$ cat config.mk
export PLATFORM = sky130hd
export DESIGN_NAME = pms_status_core
export DESIGN_NICKNAME = d
export VERILOG_FILES = /design/src/core/pms_pkg.sv /design/src/core/pms_axil_slave.sv /design/src/core/pms_int_gate.sv /design/src/core/pms_status_core.sv
export SDC_FILE = /design/constraint.sdc
export NUM_CORES = 1
export LEC_CHECK = 0
export ABC_AREA = 1
export BUFFER_PORTS_ARGS = -buffer_cell sky130_fd_sc_hd__buf_2
export CORE_MARGIN = 4
export CORE_UTILIZATION = 49
export CTS_BUF_LIST = sky130_fd_sc_hd__clkbuf_16
export CTS_CLUSTER_SIZE = 20
export DETAILED_ROUTE_END_ITERATION = 8
export PLACE_DENSITY = 0.85
export SLEW_MARGIN = 30
export SYNTH_ARGS = -nofsm -noshare
export SYNTH_HDL_FRONTEND = slang
export SYNTH_SLANG_ARGS = --single-unit
$ cat constraint.sdc
create_clock -name aclk -period 5.2 [get_ports aclk]
set_clock_uncertainty 0.15 [all_clocks]
set_input_delay 0.78 -clock aclk [delete_from_list [all_inputs] [get_ports aclk]]
set_output_delay 0.78 -clock aclk [all_outputs]
set_load 0.01 [all_outputs]
$ cat src/core/pms_pkg.sv
// package: constants and carriers of the mode and interrupt status block
`default_nettype none
package pms_pkg;

  // register map
  localparam int unsigned PMS_ADDR_W     = 8;
  localparam logic [7:0]  PMS_STATUS_OFF = 8'h00;
  localparam logic [7:0]  PMS_CTRL_OFF   = 8'h04;

  // status field positions
  localparam int unsigned PMS_BEV_POS  = 22;
  localparam int unsigned PMS_MM_POS   = 21;
  localparam int unsigned PMS_SR_POS   = 20;
  localparam int unsigned PMS_NMI_POS  = 19;
  localparam int unsigned PMS_HWM_LO   = 10;
  localparam int unsigned PMS_SWM_LO   = 8;
  localparam int unsigned PMS_KX_POS   = 7;
  localparam int unsigned PMS_SX_POS   = 6;
  localparam int unsigned PMS_UX_POS   = 5;
  localparam int unsigned PMS_MODE_LO  = 3;
  localparam int unsigned PMS_ERL_POS  = 2;
  localparam int unsigned PMS_EXL_POS  = 1;
  localparam int unsigned PMS_IE_POS   = 0;
  localparam int unsigned PMS_EIC_POS  = 0;

  // reset values
  localparam logic        PMS_BEV_RST  = 1'b1;
  localparam logic        PMS_ERL_RST  = 1'b1;
  localparam logic        PMS_FLAG_RST = 1'b0;
  localparam logic        PMS_CTL_RST  = 1'b0;
  localparam logic [5:0]  PMS_HWM_RST  = 6'h00;
  localparam logic [1:0]  PMS_SWM_RST  = 2'h0;
  localparam logic [1:0]  PMS_MODE_RST = 2'h0;

  // bus answers and the kuseg window left unmapped at error level
  localparam logic [1:0]  PMS_RESP_OKAY   = 2'h0;
  localparam logic [1:0]  PMS_RESP_SLVERR = 2'h2;
  localparam logic [63:0] PMS_KUSEG_BYPASS_BYTES = 64'h0000_0000_2000_0000;

  typedef enum logic [1:0] {
    PMS_MODE_KERNEL = 2'h0,
    PMS_MODE_SUPER  = 2'h1,
    PMS_MODE_USER   = 2'h2,
    PMS_MODE_RSVD   = 2'h3
  } pms_mode_t;

  typedef enum logic [2:0] {
    PMS_EXC_RESET   = 3'h0,
    PMS_EXC_SOFT    = 3'h1,
    PMS_EXC_NMI     = 3'h3,
    PMS_EXC_CACHE   = 3'h2,
    PMS_EXC_GENERAL = 3'h6
  } pms_exc_kind_t;

  typedef enum logic [1:0] {
    PMS_SEG_KERNEL = 2'h0,
    PMS_SEG_SUPER  = 2'h1,
    PMS_SEG_USER   = 2'h2
  } pms_seg_t;

  typedef enum logic [1:0] {
    PMS_REFILL_ORDINARY = 2'h0,
    PMS_REFILL_EXTENDED = 2'h1,
    PMS_REFILL_GENERAL  = 2'h3
  } pms_refill_t;

  typedef struct packed {
    logic       bootstrap_vector_select;
    logic       mm;
    logic       sr;
    logic       nmi;
    logic [5:0] hw_mask;
    logic [1:0] sw_mask;
    logic       kx;
    logic       sx;
    logic       ux;
    logic [1:0] mode;
    logic       error_level;
    logic       exception_level;
    logic       ie;
  } pms_status_t;

  typedef struct packed {
    logic          exc_take;
    pms_exc_kind_t exc_kind;
    logic          multi_match;
    logic          exception_return_instr;
    logic          di;
    logic          ei;
  } pms_core_ev_t;

  typedef struct packed {
    logic        int_signal;
    logic        kernel_mode;
    pms_mode_t   eff_mode;
    logic        ops64_ok;
    logic        seg_wide_ok;
    pms_refill_t refill_vec;
    logic        exception_return_instr_to_error;
    logic        ctx_update_en;
    logic        kuseg_bypass;
    logic        eic_mode;
  } pms_core_out_t;

  typedef struct packed {
    logic        valid;
    logic [7:0]  addr;
    logic [31:0] data;
    logic [3:0]  strb;
  } pms_regwr_t;

  // status fields packed into the bus word, upper bits read zero
  function automatic logic [31:0] pms_pack(input pms_status_t s);
    pms_pack = {9'h000, s.bootstrap_vector_select, s.mm, s.sr, s.nmi, 3'h0, s.hw_mask,
                s.sw_mask, s.kx, s.sx, s.ux, s.mode, s.error_level, s.exception_level, s.ie};
  endfunction : pms_pack

endpackage : pms_pkg
`default_nettype wire

$ cat src/core/pms_axil_slave.sv
// module: axi4-lite slave handshake for the status block registers
`timescale 1ns/1ps
`default_nettype none
module pms_axil_slave (
  input  wire logic                aclk,
  input  wire logic                aresetn,
  input  wire logic                awvalid,
  output logic                     awready,
  input  wire logic [7:0]          awaddr,
  input  wire logic                wvalid,
  output logic                     wready,
  input  wire logic [31:0]         wdata,
  input  wire logic [3:0]          wstrb,
  output logic                     bvalid,
  input  wire logic                bready,
  output logic [1:0]               bresp,
  input  wire logic                arvalid,
  output logic                     arready,
  output logic                     rvalid,
  input  wire logic                rready,
  output logic [31:0]              rdata,
  output logic [1:0]               rresp,
  output pms_pkg::pms_regwr_t      wr,
  input  wire logic                wr_err,
  input  wire logic [31:0]         rd_word,
  input  wire logic                rd_err
);

  typedef struct packed {
    logic               awready;
    logic               wready;
    logic               arready;
    logic               aw_held;
    logic               w_held;
    pms_pkg::pms_regwr_t req;
    logic               bvalid;
    logic [1:0]         bresp;
    logic               rvalid;
    logic [31:0]        rdata;
    logic [1:0]         rresp;
  } pms_slv_st_t;

  pms_slv_st_t q;
  pms_slv_st_t d;

  // address and data taken in either order, write fires once both held
  always_comb begin
    d = q;
    d.req.valid = 1'b0;
    if (awvalid && q.awready) begin
      d.aw_held  = 1'b1;
      d.req.addr = awaddr;
    end
    if (wvalid && q.wready) begin
      d.w_held   = 1'b1;
      d.req.data = wdata;
      d.req.strb = wstrb;
    end
    if (q.bvalid && bready) begin
      d.bvalid = 1'b0;
    end
    if (q.aw_held && q.w_held && !q.bvalid) begin
      d.req.valid = 1'b1;
      d.aw_held   = 1'b0;
      d.w_held    = 1'b0;
    end
    if (q.req.valid) begin
      d.bvalid = 1'b1;
      d.bresp  = wr_err ? pms_pkg::PMS_RESP_SLVERR : pms_pkg::PMS_RESP_OKAY;
    end
    if (q.rvalid && rready) begin
      d.rvalid = 1'b0;
    end
    if (arvalid && q.arready) begin
      d.rvalid = 1'b1;
      d.rdata  = rd_word;
      d.rresp  = rd_err ? pms_pkg::PMS_RESP_SLVERR : pms_pkg::PMS_RESP_OKAY;
    end
    d.awready = !d.aw_held && !d.req.valid && !q.req.valid && !d.bvalid;
    d.wready  = !d.w_held && !d.req.valid && !q.req.valid && !d.bvalid;
    d.arready = !d.rvalid;
  end

  // state register
  always_ff @(posedge aclk) begin
    if (!aresetn) begin
      q         <= '0;
      q.awready <= 1'b1;
      q.wready  <= 1'b1;
      q.arready <= 1'b1;
    end else begin
      q <= d;
    end
  end

  assign awready = q.awready;
  assign wready  = q.wready;
  assign arready = q.arready;
  assign bvalid  = q.bvalid;
  assign bresp   = q.bresp;
  assign rvalid  = q.rvalid;
  assign rdata   = q.rdata;
  assign rresp   = q.rresp;
  assign wr      = q.req;

endmodule : pms_axil_slave
`default_nettype wire

$ cat src/core/pms_int_gate.sv
// module: interrupt request gating by masks, priority level and levels
`timescale 1ns/1ps
`default_nettype none
module pms_int_gate (
  input  wire pms_pkg::pms_status_t st,
  input  wire logic                 eic_mode,
  input  wire logic [5:0]           hw_int_req,
  input  wire logic [1:0]           sw_int_req,
  input  wire logic [5:0]           eic_level,
  output logic                      int_pend
);

  logic mask_hit;
  logic prio_hit;

  assign mask_hit = |(hw_int_req & st.hw_mask) | |(sw_int_req & st.sw_mask);
  assign prio_hit = eic_level > st.hw_mask;

  assign int_pend = st.ie && !st.exception_level && !st.error_level &&
                    (eic_mode ? prio_hit : mask_hit);

endmodule : pms_int_gate
`default_nettype wire

$ cat src/core/pms_status_core.sv
// module: privileged mode and interrupt status register, bits 22..0
//
// Decided for this implementation: the AXI4-Lite register port and the placing of the registers.
`timescale 1ns/1ps
`default_nettype none
module pms_status_core #(
  parameter bit          SUPERVISOR_PRESENT = 1'b1,
  parameter int unsigned VA_W               = 64
) (
  input  wire logic                  aclk,
  input  wire logic                  aresetn,
  input  wire logic                  awvalid,
  output logic                       awready,
  input  wire logic [7:0]            awaddr,
  input  wire logic [2:0]            awprot,
  input  wire logic                  wvalid,
  output logic                       wready,
  input  wire logic [31:0]           wdata,
  input  wire logic [3:0]            wstrb,
  output logic                       bvalid,
  input  wire logic                  bready,
  output logic [1:0]                 bresp,
  input  wire logic                  arvalid,
  output logic                       arready,
  input  wire logic [7:0]            araddr,
  input  wire logic [2:0]            arprot,
  output logic                       rvalid,
  input  wire logic                  rready,
  output logic [31:0]                rdata,
  output logic [1:0]                 rresp,
  input  wire pms_pkg::pms_core_ev_t core_ev,
  input  wire logic [5:0]            hw_int_req,
  input  wire logic [1:0]            sw_int_req,
  input  wire logic [5:0]            eic_level,
  input  wire pms_pkg::pms_seg_t     miss_seg,
  input  wire logic [VA_W-1:0]       probe_addr,
  output pms_pkg::pms_core_out_t     core_out
);

  typedef struct packed {
    pms_pkg::pms_status_t   st;
    logic                   eic_mode;
    pms_pkg::pms_core_out_t out;
  } pms_top_st_t;

  pms_top_st_t         q;
  pms_top_st_t         d;
  pms_pkg::pms_regwr_t wr;
  logic                wr_err;
  logic [31:0]         rd_word;
  logic                rd_err;
  logic [31:0]         stat_word;
  logic [31:0]         wr_word;
  logic                int_pend;
  logic                seg_wide;
  logic [7:0]          rd_aligned;
  logic [7:0]          wr_aligned;
  logic                prot_unused;

  // protection bits carry no meaning for this register set
  assign prot_unused = ^{awprot, arprot};

  pms_axil_slave u_slave (
    .aclk    (aclk),
    .aresetn (aresetn),
    .awvalid (awvalid),
    .awready (awready),
    .awaddr  (awaddr),
    .wvalid  (wvalid),
    .wready  (wready),
    .wdata   (wdata),
    .wstrb   (wstrb),
    .bvalid  (bvalid),
    .bready  (bready),
    .bresp   (bresp),
    .arvalid (arvalid),
    .arready (arready),
    .rvalid  (rvalid),
    .rready  (rready),
    .rdata   (rdata),
    .rresp   (rresp),
    .wr      (wr),
    .wr_err  (wr_err),
    .rd_word (rd_word),
    .rd_err  (rd_err)
  );

  // read decode on the word-aligned address, unmapped answers slverr
  assign stat_word  = pms_pkg::pms_pack(q.st);
  assign rd_aligned = {araddr[7:2], 2'b00};
  assign wr_aligned = {wr.addr[7:2], 2'b00};
  always_comb begin
    rd_word = 32'h0000_0000;
    rd_err  = 1'b0;
    if (rd_aligned == pms_pkg::PMS_STATUS_OFF) begin
      rd_word = stat_word;
    end else if (rd_aligned == pms_pkg::PMS_CTRL_OFF) begin
      rd_word[pms_pkg::PMS_EIC_POS] = q.eic_mode;
    end else begin
      rd_err = 1'b1;
    end
  end
  assign wr_err = (wr_aligned != pms_pkg::PMS_STATUS_OFF) &&
                  (wr_aligned != pms_pkg::PMS_CTRL_OFF);

  // byte-lane merge of a status write over the current word
  always_comb begin
    wr_word = stat_word;
    for (int i = 0; i < 4; i++) begin
      if (wr.strb[i]) begin
        wr_word[i*8 +: 8] = wr.data[i*8 +: 8];
      end
    end
  end

  // next status: bus write, then instructions, then hardware events
  always_comb begin
    d = q;
    if (wr.valid && wr_aligned == pms_pkg::PMS_STATUS_OFF) begin
      d.st.bootstrap_vector_select     = wr_word[pms_pkg::PMS_BEV_POS];
      d.st.mm      = q.st.mm  & wr_word[pms_pkg::PMS_MM_POS];
      d.st.sr      = q.st.sr  & wr_word[pms_pkg::PMS_SR_POS];
      d.st.nmi     = q.st.nmi & wr_word[pms_pkg::PMS_NMI_POS];
      d.st.hw_mask = wr_word[pms_pkg::PMS_HWM_LO +: 6];
      d.st.sw_mask = wr_word[pms_pkg::PMS_SWM_LO +: 2];
      d.st.kx      = wr_word[pms_pkg::PMS_KX_POS];
      d.st.sx      = wr_word[pms_pkg::PMS_SX_POS];
      d.st.ux      = wr_word[pms_pkg::PMS_UX_POS];
      d.st.mode[1] = wr_word[pms_pkg::PMS_MODE_LO + 1];
      // low mode bit only with supervisor
      d.st.mode[0] = SUPERVISOR_PRESENT ?
                     wr_word[pms_pkg::PMS_MODE_LO] : 1'b0;
      d.st.error_level     = wr_word[pms_pkg::PMS_ERL_POS];
      d.st.exception_level     = wr_word[pms_pkg::PMS_EXL_POS];
      d.st.ie      = wr_word[pms_pkg::PMS_IE_POS];
    end
    if (wr.valid && wr_aligned == pms_pkg::PMS_CTRL_OFF &&
        wr.strb[0]) begin
      d.eic_mode = wr.data[pms_pkg::PMS_EIC_POS];
    end
    if (core_ev.di) begin
      d.st.ie = 1'b0;
    end else if (core_ev.ei) begin
      d.st.ie = 1'b1;
    end
    if (core_ev.exception_return_instr) begin
      if (q.st.error_level) begin
        d.st.error_level = 1'b0;
      end else begin
        d.st.exception_level = 1'b0;
      end
    end
    if (core_ev.multi_match) begin
      d.st.mm = 1'b1;
    end
    if (core_ev.exc_take) begin
      case (core_ev.exc_kind)
        pms_pkg::PMS_EXC_RESET: begin
          d.st.bootstrap_vector_select = 1'b1;
          d.st.error_level = 1'b1;
          d.st.sr  = 1'b0;
          d.st.nmi = 1'b0;
        end
        pms_pkg::PMS_EXC_SOFT: begin
          d.st.bootstrap_vector_select = 1'b1;
          d.st.error_level = 1'b1;
          d.st.sr  = 1'b1;
          d.st.nmi = 1'b0;
        end
        pms_pkg::PMS_EXC_NMI: begin
          d.st.bootstrap_vector_select = 1'b1;
          d.st.error_level = 1'b1;
          d.st.sr  = 1'b0;
          d.st.nmi = 1'b1;
        end
        pms_pkg::PMS_EXC_CACHE: begin
          d.st.error_level = 1'b1;
        end
        default: begin
          d.st.exception_level = 1'b1;
        end
      endcase
    end
    d.out = derive(d.st, d.eic_mode, int_pend, seg_wide);
  end

  // segment enable for the missing reference
  always_comb begin
    case (miss_seg)
      pms_pkg::PMS_SEG_KERNEL: seg_wide = d.st.kx;
      pms_pkg::PMS_SEG_SUPER:  seg_wide = d.st.sx;
      default:                 seg_wide = d.st.ux;
    endcase
  end

  pms_int_gate u_gate (
    .st         (d.st),
    .eic_mode   (d.eic_mode),
    .hw_int_req (hw_int_req),
    .sw_int_req (sw_int_req),
    .eic_level  (eic_level),
    .int_pend   (int_pend)
  );

  // decoded outputs, registered together with the status they follow
  function automatic pms_pkg::pms_core_out_t derive(
    input pms_pkg::pms_status_t s,
    input logic                 external_interrupt_ctrl_mode,
    input logic                 pend,
    input logic                 wide
  );
    pms_pkg::pms_core_out_t o;
    pms_pkg::pms_mode_t     base;
    o    = '0;
    base = pms_pkg::pms_mode_t'(s.mode);
    // reserved base encoding runs as kernel
    if (base == pms_pkg::PMS_MODE_RSVD) begin
      base = pms_pkg::PMS_MODE_KERNEL;
    end
    o.eff_mode      = (s.exception_level || s.error_level) ? pms_pkg::PMS_MODE_KERNEL : base;
    o.kernel_mode   = (o.eff_mode == pms_pkg::PMS_MODE_KERNEL);
    o.int_signal    = pend;
    o.ops64_ok      = (o.eff_mode != pms_pkg::PMS_MODE_USER) || s.ux;
    o.seg_wide_ok   = wide;
    if (s.exception_level) begin
      o.refill_vec  = pms_pkg::PMS_REFILL_GENERAL;
    end else if (wide) begin
      o.refill_vec  = pms_pkg::PMS_REFILL_EXTENDED;
    end else begin
      o.refill_vec  = pms_pkg::PMS_REFILL_ORDINARY;
    end
    o.exception_return_instr_to_error = s.error_level;
    o.ctx_update_en = !s.exception_level;
    o.kuseg_bypass  = s.error_level &&
                      (64'(probe_addr) < pms_pkg::PMS_KUSEG_BYPASS_BYTES);
    o.eic_mode      = external_interrupt_ctrl_mode;
    return o;
  endfunction : derive

  // state register
  always_ff @(posedge aclk) begin
    if (!aresetn) begin
      q            <= '0;
      q.st.bootstrap_vector_select     <= pms_pkg::PMS_BEV_RST;
      q.st.mm      <= pms_pkg::PMS_FLAG_RST;
      q.st.sr      <= pms_pkg::PMS_FLAG_RST;
      q.st.nmi     <= pms_pkg::PMS_FLAG_RST;
      q.st.hw_mask <= pms_pkg::PMS_HWM_RST;
      q.st.sw_mask <= pms_pkg::PMS_SWM_RST;
      q.st.mode    <= pms_pkg::PMS_MODE_RST;
      q.st.error_level     <= pms_pkg::PMS_ERL_RST;
      q.eic_mode   <= pms_pkg::PMS_CTL_RST;
      q.out.exception_return_instr_to_error <= 1'b1;
      q.out.kernel_mode   <= 1'b1;
      q.out.ctx_update_en <= 1'b1;
    end else begin
      q <= d;
    end
  end

  assign core_out = q.out;
endmodule : pms_status_core
`default_nettype wire
* Yosys cells after proc, flatten, opt, wreduce, memory -nomap -nowiden
Index checks and enable logic that the tools add are counted.
** Word-level totals
- Register bits after elaboration :: 109
- Input bits :: 153
- Output and inout port bits :: 53
** Cells by class
- Reductions and logical operators :: 43
- Bitwise logic cells :: 6
- Equal/unequal tests :: 9
- Multiplexer cells :: 38
- $lt $le $gt $ge :: 2
** Operators by type and width (number)
- $lt 64x30->1 const B :: 1
- $mux 35 :: 1
- $mux 22 :: 1
- $logic_and 1x1->1 :: 21
- $mux 1 :: 20
- $mux 20 :: 1
- $logic_not 8->1 :: 2
- $mux 2 :: 8
- $mux 8 :: 2
- $eq 6x1->1 const B :: 2
- $logic_not 1->1 :: 9
- $reduce_bool 8->1 :: 1
- $mux 7 :: 1
- $and 6x6->6 :: 1
- $eq 3x2->1 const B :: 2
- $gt 6x6->1 :: 1
- $mux 3 :: 2
- $ne 6x1->1 const B :: 1
- $pmux 2 s3 :: 1
- $reduce_or 6->1 :: 1
- $logic_not 2->1 :: 2
- $reduce_or 4->1 :: 1
- $and 1x1->1 :: 3
- $eq 3x1->1 const B :: 1
- 11 further kinds :: 12

* Depth between registers and ports, before layout
- Word-level depth :: 11
- Depth in mapped cells :: 16
- Depth with buffers taken out :: 15

* Modules after synthesis
From an unflattened synthesis, not the netlist that was laid out.
** Second synthesis, totals
- Cells, all modules :: 768
- Area total of the unflattened synthesis :: 6002.0 um^2
** By module, submodules not included
- pms_axil_slave :: cells each 460, area each 4012.6 um^2, sequential area each 1721.7 um^2, instances 1
- pms_status_core :: cells each 263, area each 1746.7 um^2, sequential area each 600.6 um^2, instances 1
- pms_int_gate :: cells each 45, area each 242.7 um^2, sequential area each 0.0 um^2, instances 1

* Least setup slack after synthesis
Ideal clock, no wire load.
- Kind :: register to register
- From :: register u_slave.q (netlist bit u_slave.wr[39])
- To :: register q (netlist bit core_out[11])
- Setup slack :: 3226 ps
- Data required time :: 4984 ps
- Clock period less this slack :: 1974 ps
- Path buffers :: 1
- Arrival :: 1758 ps
- Cell stages (with the launch flop) :: 15
- Cells stage by stage :: dfxtp_1 > inv_1 > nand3_2 > nor2_4 > nand2_2 > buf_6 > clkinv_4 > o21ai_0 > ha_1 > nand2_1 > nor2_1 > nand3_1 > nand2_1 > nand2_1 > a21oi_2
** Between the ends
- Cells in the longest elaborated chain, start to end :: 11
- Elaborated cells on any way between the ends :: 27
- Those cells by class :: 1 x order compare; 1 x eq/ne; 11 x mux; 3 x bitwise; 11 x reduce/logical
** RTL lines
- start: declaration :: RTL line pms_axil_slave.sv:43 : pms_slv_st_t q;
- $logic_not 8->1 :: RTL line pms_status_core.sv:119 : if (wr.valid && wr_aligned == pms_pkg::PMS_STATUS_OFF) begin
- $logic_and 1x1->1 :: RTL line pms_status_core.sv:119
- $mux 20 :: RTL line pms_status_core.sv:119
- $mux 1 :: RTL line pms_status_core.sv:147 : if (q.st.error_level) begin
- $mux 2 :: RTL line pms_status_core.sv:146 : if (core_ev.exception_return_instr) begin
- $mux 1 :: RTL line pms_status_core.sv:157 : case (core_ev.exc_kind)
- $mux 2 :: RTL line pms_status_core.sv:156 : if (core_ev.exc_take) begin
- $logic_not 1->1 :: RTL line pms_int_gate.sv:19 : assign int_pend = st.ie && !st.exception_level && !st.error_level &&
- $logic_and 1x1->1 (2 in a row) :: RTL line pms_int_gate.sv:19
- $logic_and 1x1->1 * :: RTL line pms_int_gate.sv:19
- end: declaration :: RTL line pms_status_core.sv:46 : pms_top_st_t q;
Every way passes the cells marked *; elsewhere a longest branch is shown, timed or not. The select of a mux whose other input is x is not followed.
A chain may end at the register's enable or synchronous reset.

* Worst setup path after layout
- From :: register u_slave.q (netlist bit u_slave.wr[44])
- To :: register q (netlist bit core_out[11])
** Between the ends
- Cells in the longest elaborated chain, start to end :: 10
- Elaborated cells on any way between the ends :: 25
- Those cells by class :: 1 x order compare; 11 x mux; 3 x bitwise; 10 x reduce/logical
** RTL lines (RTL line)
- $logic_and 1x1->1 :: pms_status_core.sv:119
- $mux 20 :: pms_status_core.sv:119
- $mux 1 :: pms_status_core.sv:147
- $mux 2 :: pms_status_core.sv:146
- $mux 1 :: pms_status_core.sv:157
- $mux 2 :: pms_status_core.sv:156
- $logic_not 1->1 :: pms_int_gate.sv:19
- $logic_and 1x1->1 (2 in a row) :: pms_int_gate.sv:19
- $logic_and 1x1->1 * :: pms_int_gate.sv:19
Marked as above.

==> flow_summary.ini <==
[power_and_ir_drop]
totalPowerFinal_mw = 1.610
netSwitchingPower_uw = 392.6
share_clk_of_total_power_pct = 42.5
power.leakage_nw = 2.379
powerDensity_nw_per_um2 = 333.1
seqPwrFrac_pct = 46.3
p_sw_share_pct = 24.38
worst_ir_drop_vdd_uv = 225.0
p_int_mw = 1.218
comb_power_share_pct = 11.2

[global_route]
gr_met1_demand_resource_pct = 24.93
grt_pass1_wl_mm = 15.32
grt_pass1_vias = 3361
initial_antenna_violation_count = 1
busiest_layer = met2
grt-ovfl-total = 0
gr-usage-all-layers_pct = 19.16
use_met2_pct = 32.44
maximum_number_of_pins_on_one_net_before_global_route_repair = 59
use_met3_pct = 2.244

[route]
drt_pre_antenna_iters = 4
postRouteAntennaNets = 0
routed_wirelength_mm = 9.595
drt_first_iter_violations = 125
routed_wire_length_per_instance_microns = 12.79
detail_route.vias_per_cell = 4.781
drt_drc_violations_left = 0
via_count = 3586

[sta]
tightest_slew_ps = 841.3
period_needed_ps = 2370
hold_violations = 0
final.setup.tns_ps = 0
grt_setup_unrepaired = no
period_share_pct = 45.58
max_freq_mhz = 421.9
finalMaxSlewViolations = 0
relSlewSlack_pct = 43.91
number_of_endpoints_failing_setup_at_the_final_stage = 0

[synth]
yosys.cell_count.top_type = sky130_fd_sc_hd__dfxtp_1
synth_enable_flop_cells = 0
postSynthAreaPerCell_sq_um = 7.468
dominantRegCellSynth = sky130_fd_sc_hd__dfxtp_1
synth_seq_cells = 89
yosysTopAreaCell = sky130_fd_sc_hd__dfxtp_1
netlist_instances = 545
synth.top_cell.area_share_pct = 43.77
synth-seq-area-share_pct = 43.77
synth.distinct_cells = 40
synthTopCellsByArea = sky130_fd_sc_hd__dfxtp_1, sky130_fd_sc_hd__buf_4, sky130_fd_sc_hd__nor2_1
synthesis.area_sq_um = 4070
synth_top_cells_by_count = sky130_fd_sc_hd__dfxtp_1, sky130_fd_sc_hd__nor2_1, sky130_fd_sc_hd__nand2_1
yosys_warnings = 0
synth_async_reset_ratio_pct = 0

[layout]
area_delta_synth_final_pct = 18.78
instances_no_fill = 750
layout.nets = 799
layout-drive-gt1-share_pct = 28.75
fillerInstances = 724

[clock_tree]
worst_setup_hold_path_clk_slew_ps = 60
cts_sink_count = 89
clock_path_buffers = 2
cts-resized-gates = 0
postCtsHoldBufs = 0
cts_tree = yes
root_buffer = sky130_fd_sc_hd__clkbuf_16
post_cts.repair.setup_buffers = 0
h-tree-depth = 3
tritoncts.num_buffers = 9
clock_latency_ps = 330

[critical_path]
critical_path_endpoint_category = flip-flop
worstPathCellList = nand3_2 -> nor2_4 -> nand2_2 -> or2_0 -> o21ai_0 -> ha_1 -> inv_1 -> o21bai_1 -> a21oi_1 -> nand2_1 -> nand2_1 -> a21oi_2
rr_worst_depth = 12
crit_required_ps = 5270
cp.arrival_ps = 2440
critical_path.startpoint_type = flip-flop
reg2reg_to = core_out[11]
crit_path_max_fanout = 11
timing.setup.critical_path_class = reg2reg
crit-reg2reg-launch = u_slave.wr[44]
slowest_stage = sky130_fd_sc_hd__dfxtp_1
reg2reg_setup_slack_ps = 2830
crit_path_max_incr_delay_ps = 440
crit_top_cell = sky130_fd_sc_hd__nand2_1

[die]
dieWidth_microns = 99.14
placeableCoreArea_sq_um = 7888
die_height_microns = 99.14
area_of_the_die_sq_um = 9829
start_util_pct = 51.60
boundaryPins = 206
floorplan.rows = 32

[hold_path]
hold_path_depth = 2
min-delay-start = u_slave.wr[2]
worst_hold_endpoint = u_slave.wr[2]
worst_hold_path_type = reg2reg

[placed_design]
gp_congestion = 0.8811
dp_hpwl_mm = 7.311
count_of_input_and_output_buffers = 139
dp.cells = 733

[flow_run]
maxCapViolations = 0

[status]
run_status = completed
==> cells in the final DEF (no fill, tap or decap), types with 2 or more instances in the layout <==
| master | instances |
|---|---|
| sky130_fd_sc_hd__o21a_1 | 2 |
| sky130_fd_sc_hd__nor2_2 | 3 |
| sky130_fd_sc_hd__bufinv_16 | 2 |
| sky130_fd_sc_hd__nor3_1 | 5 |
| sky130_fd_sc_hd__nand4_1 | 5 |
| sky130_fd_sc_hd__clkbuf_16 | 9 |
| sky130_fd_sc_hd__a21oi_2 | 2 |
| sky130_fd_sc_hd__nand2_2 | 10 |
| sky130_fd_sc_hd__inv_1 | 58 |
| sky130_fd_sc_hd__a21oi_1 | 33 |
| sky130_fd_sc_hd__conb_1 | 14 |
| sky130_fd_sc_hd__o21ai_2 | 4 |
| sky130_fd_sc_hd__buf_4 | 2 |
| sky130_fd_sc_hd__o21bai_1 | 4 |
| sky130_fd_sc_hd__ha_1 | 4 |
| sky130_fd_sc_hd__nand2_1 | 70 |
| sky130_fd_sc_hd__dfxtp_1 | 89 |
| sky130_fd_sc_hd__o211ai_1 | 3 |
| sky130_fd_sc_hd__o21ai_0 | 54 |
| sky130_fd_sc_hd__nor2_1 | 80 |
| sky130_fd_sc_hd__o21ai_1 | 8 |
| sky130_fd_sc_hd__inv_6 | 2 |
| sky130_fd_sc_hd__nor4_1 | 8 |
| sky130_fd_sc_hd__inv_2 | 4 |
| sky130_fd_sc_hd__nand3_1 | 14 |
| sky130_fd_sc_hd__buf_2 | 139 |
| sky130_fd_sc_hd__or4_1 | 2 |
==> worst max path at each step <==
stage                   start               end  slack [ps]  depth (start not counted)
4_1_cts        u_slave.wr[44]      core_out[11]        2840                         12
3_3_place_gp        araddr[3]  u_slave.rdata[0]        2440                          7
6_report       u_slave.wr[44]      core_out[11]        2830                         12
3_5_place_dp          aresetn       core_out[1]        2690                          6
2_1_floorplan  u_slave.wr[39]      core_out[11]        3230                         14
5_1_grt        u_slave.wr[44]      core_out[11]        2640                         12
==> power groups by stage <==
| stage | Sequential (mW) | Clock [mW] | Combinational (mW) |
|---|---|---|---|
| after detailed placement | 0.760 | 0 | 0.181 |
| after CTS | 0.745 | 0.700 | 0.182 |
| after global routing | 0.750 | 0.726 | 0.207 |
| after floorplan | 0.755 | 0 | 0.131 |
| final | 0.745 | 0.685 | 0.180 |
| after global placement | 0.759 | 0 | 0.175 |
==> state kept, by name (all words and copies together), names as in the netlist <==
name and cells:
u_slave.wr 30, u_slave.rdata 20, q 19, core_out 11, u_slave.q 2, u_slave.arready 1, u_slave.awready 1, u_slave.bresp 1
u_slave.bvalid 1, u_slave.rresp 1, u_slave.rvalid 1, u_slave.wready 1
==> layer usage <==
layer  share of wire [%]  wire (microns)
met1                  45            4278
met2                  48            4628
met3                 6.1             585
met4                 1.1             103
met5                   0               0
==> cell type report <==
class	count	area, sq um	area share [%]
Clock inverter	7	93.84	1.941
Multi-Input combinational cell	338	1652	34.16
Clock buffer	9	225.2	4.658
Timing Repair Buffer	141	710.7	14.70
Antenna cell	1	2.502	0.05176
Tap cell	102	127.6	2.640
Sequential cell	89	1782	36.85
Inverter	63	241.5	4.995
==> worst max-delay path, delay by kind of cell (launching register included) <==
kind / cells / cell delay (ps)
AND/OR/NAND/NOR: 6 / 950
flip-flops: 1 / 440
AO/OA/AOI/OAI: 4 / 370
buffers and inverters: 1 / 60
adder cells (fa/ha/maj): 1 / 300
==> through the flow <==
stage	utilization (%)	hold slack, ps	area (sq um)	setup slack (ps)
after floorplan	-	274.2	4119	3226
after global placement	57.14	290.6	4507	2444
after global routing	61.29	333.0	4835	2643
final	61.29	305.6	4835	2830
after detailed placement	57.22	300.1	4513	2688
after CTS	61.26	310.6	4832	2841
==> logic make-up (layout without fill, tap and decap cells) <==
logic type / Yosys count / in the layout / synth area share (%)
simple gates: 205 / 205 / 22.10
buf+inv: 131 / 220 / 17.12
compound gates: 115 / 115 / 15.68
flops: 89 / 89 / 43.78
fa+ha+maj: 4 / 4 / 1.230
other cells: 1 / 15 / 0.09213
No activity file was read; power rests on OpenSTA's default activity.
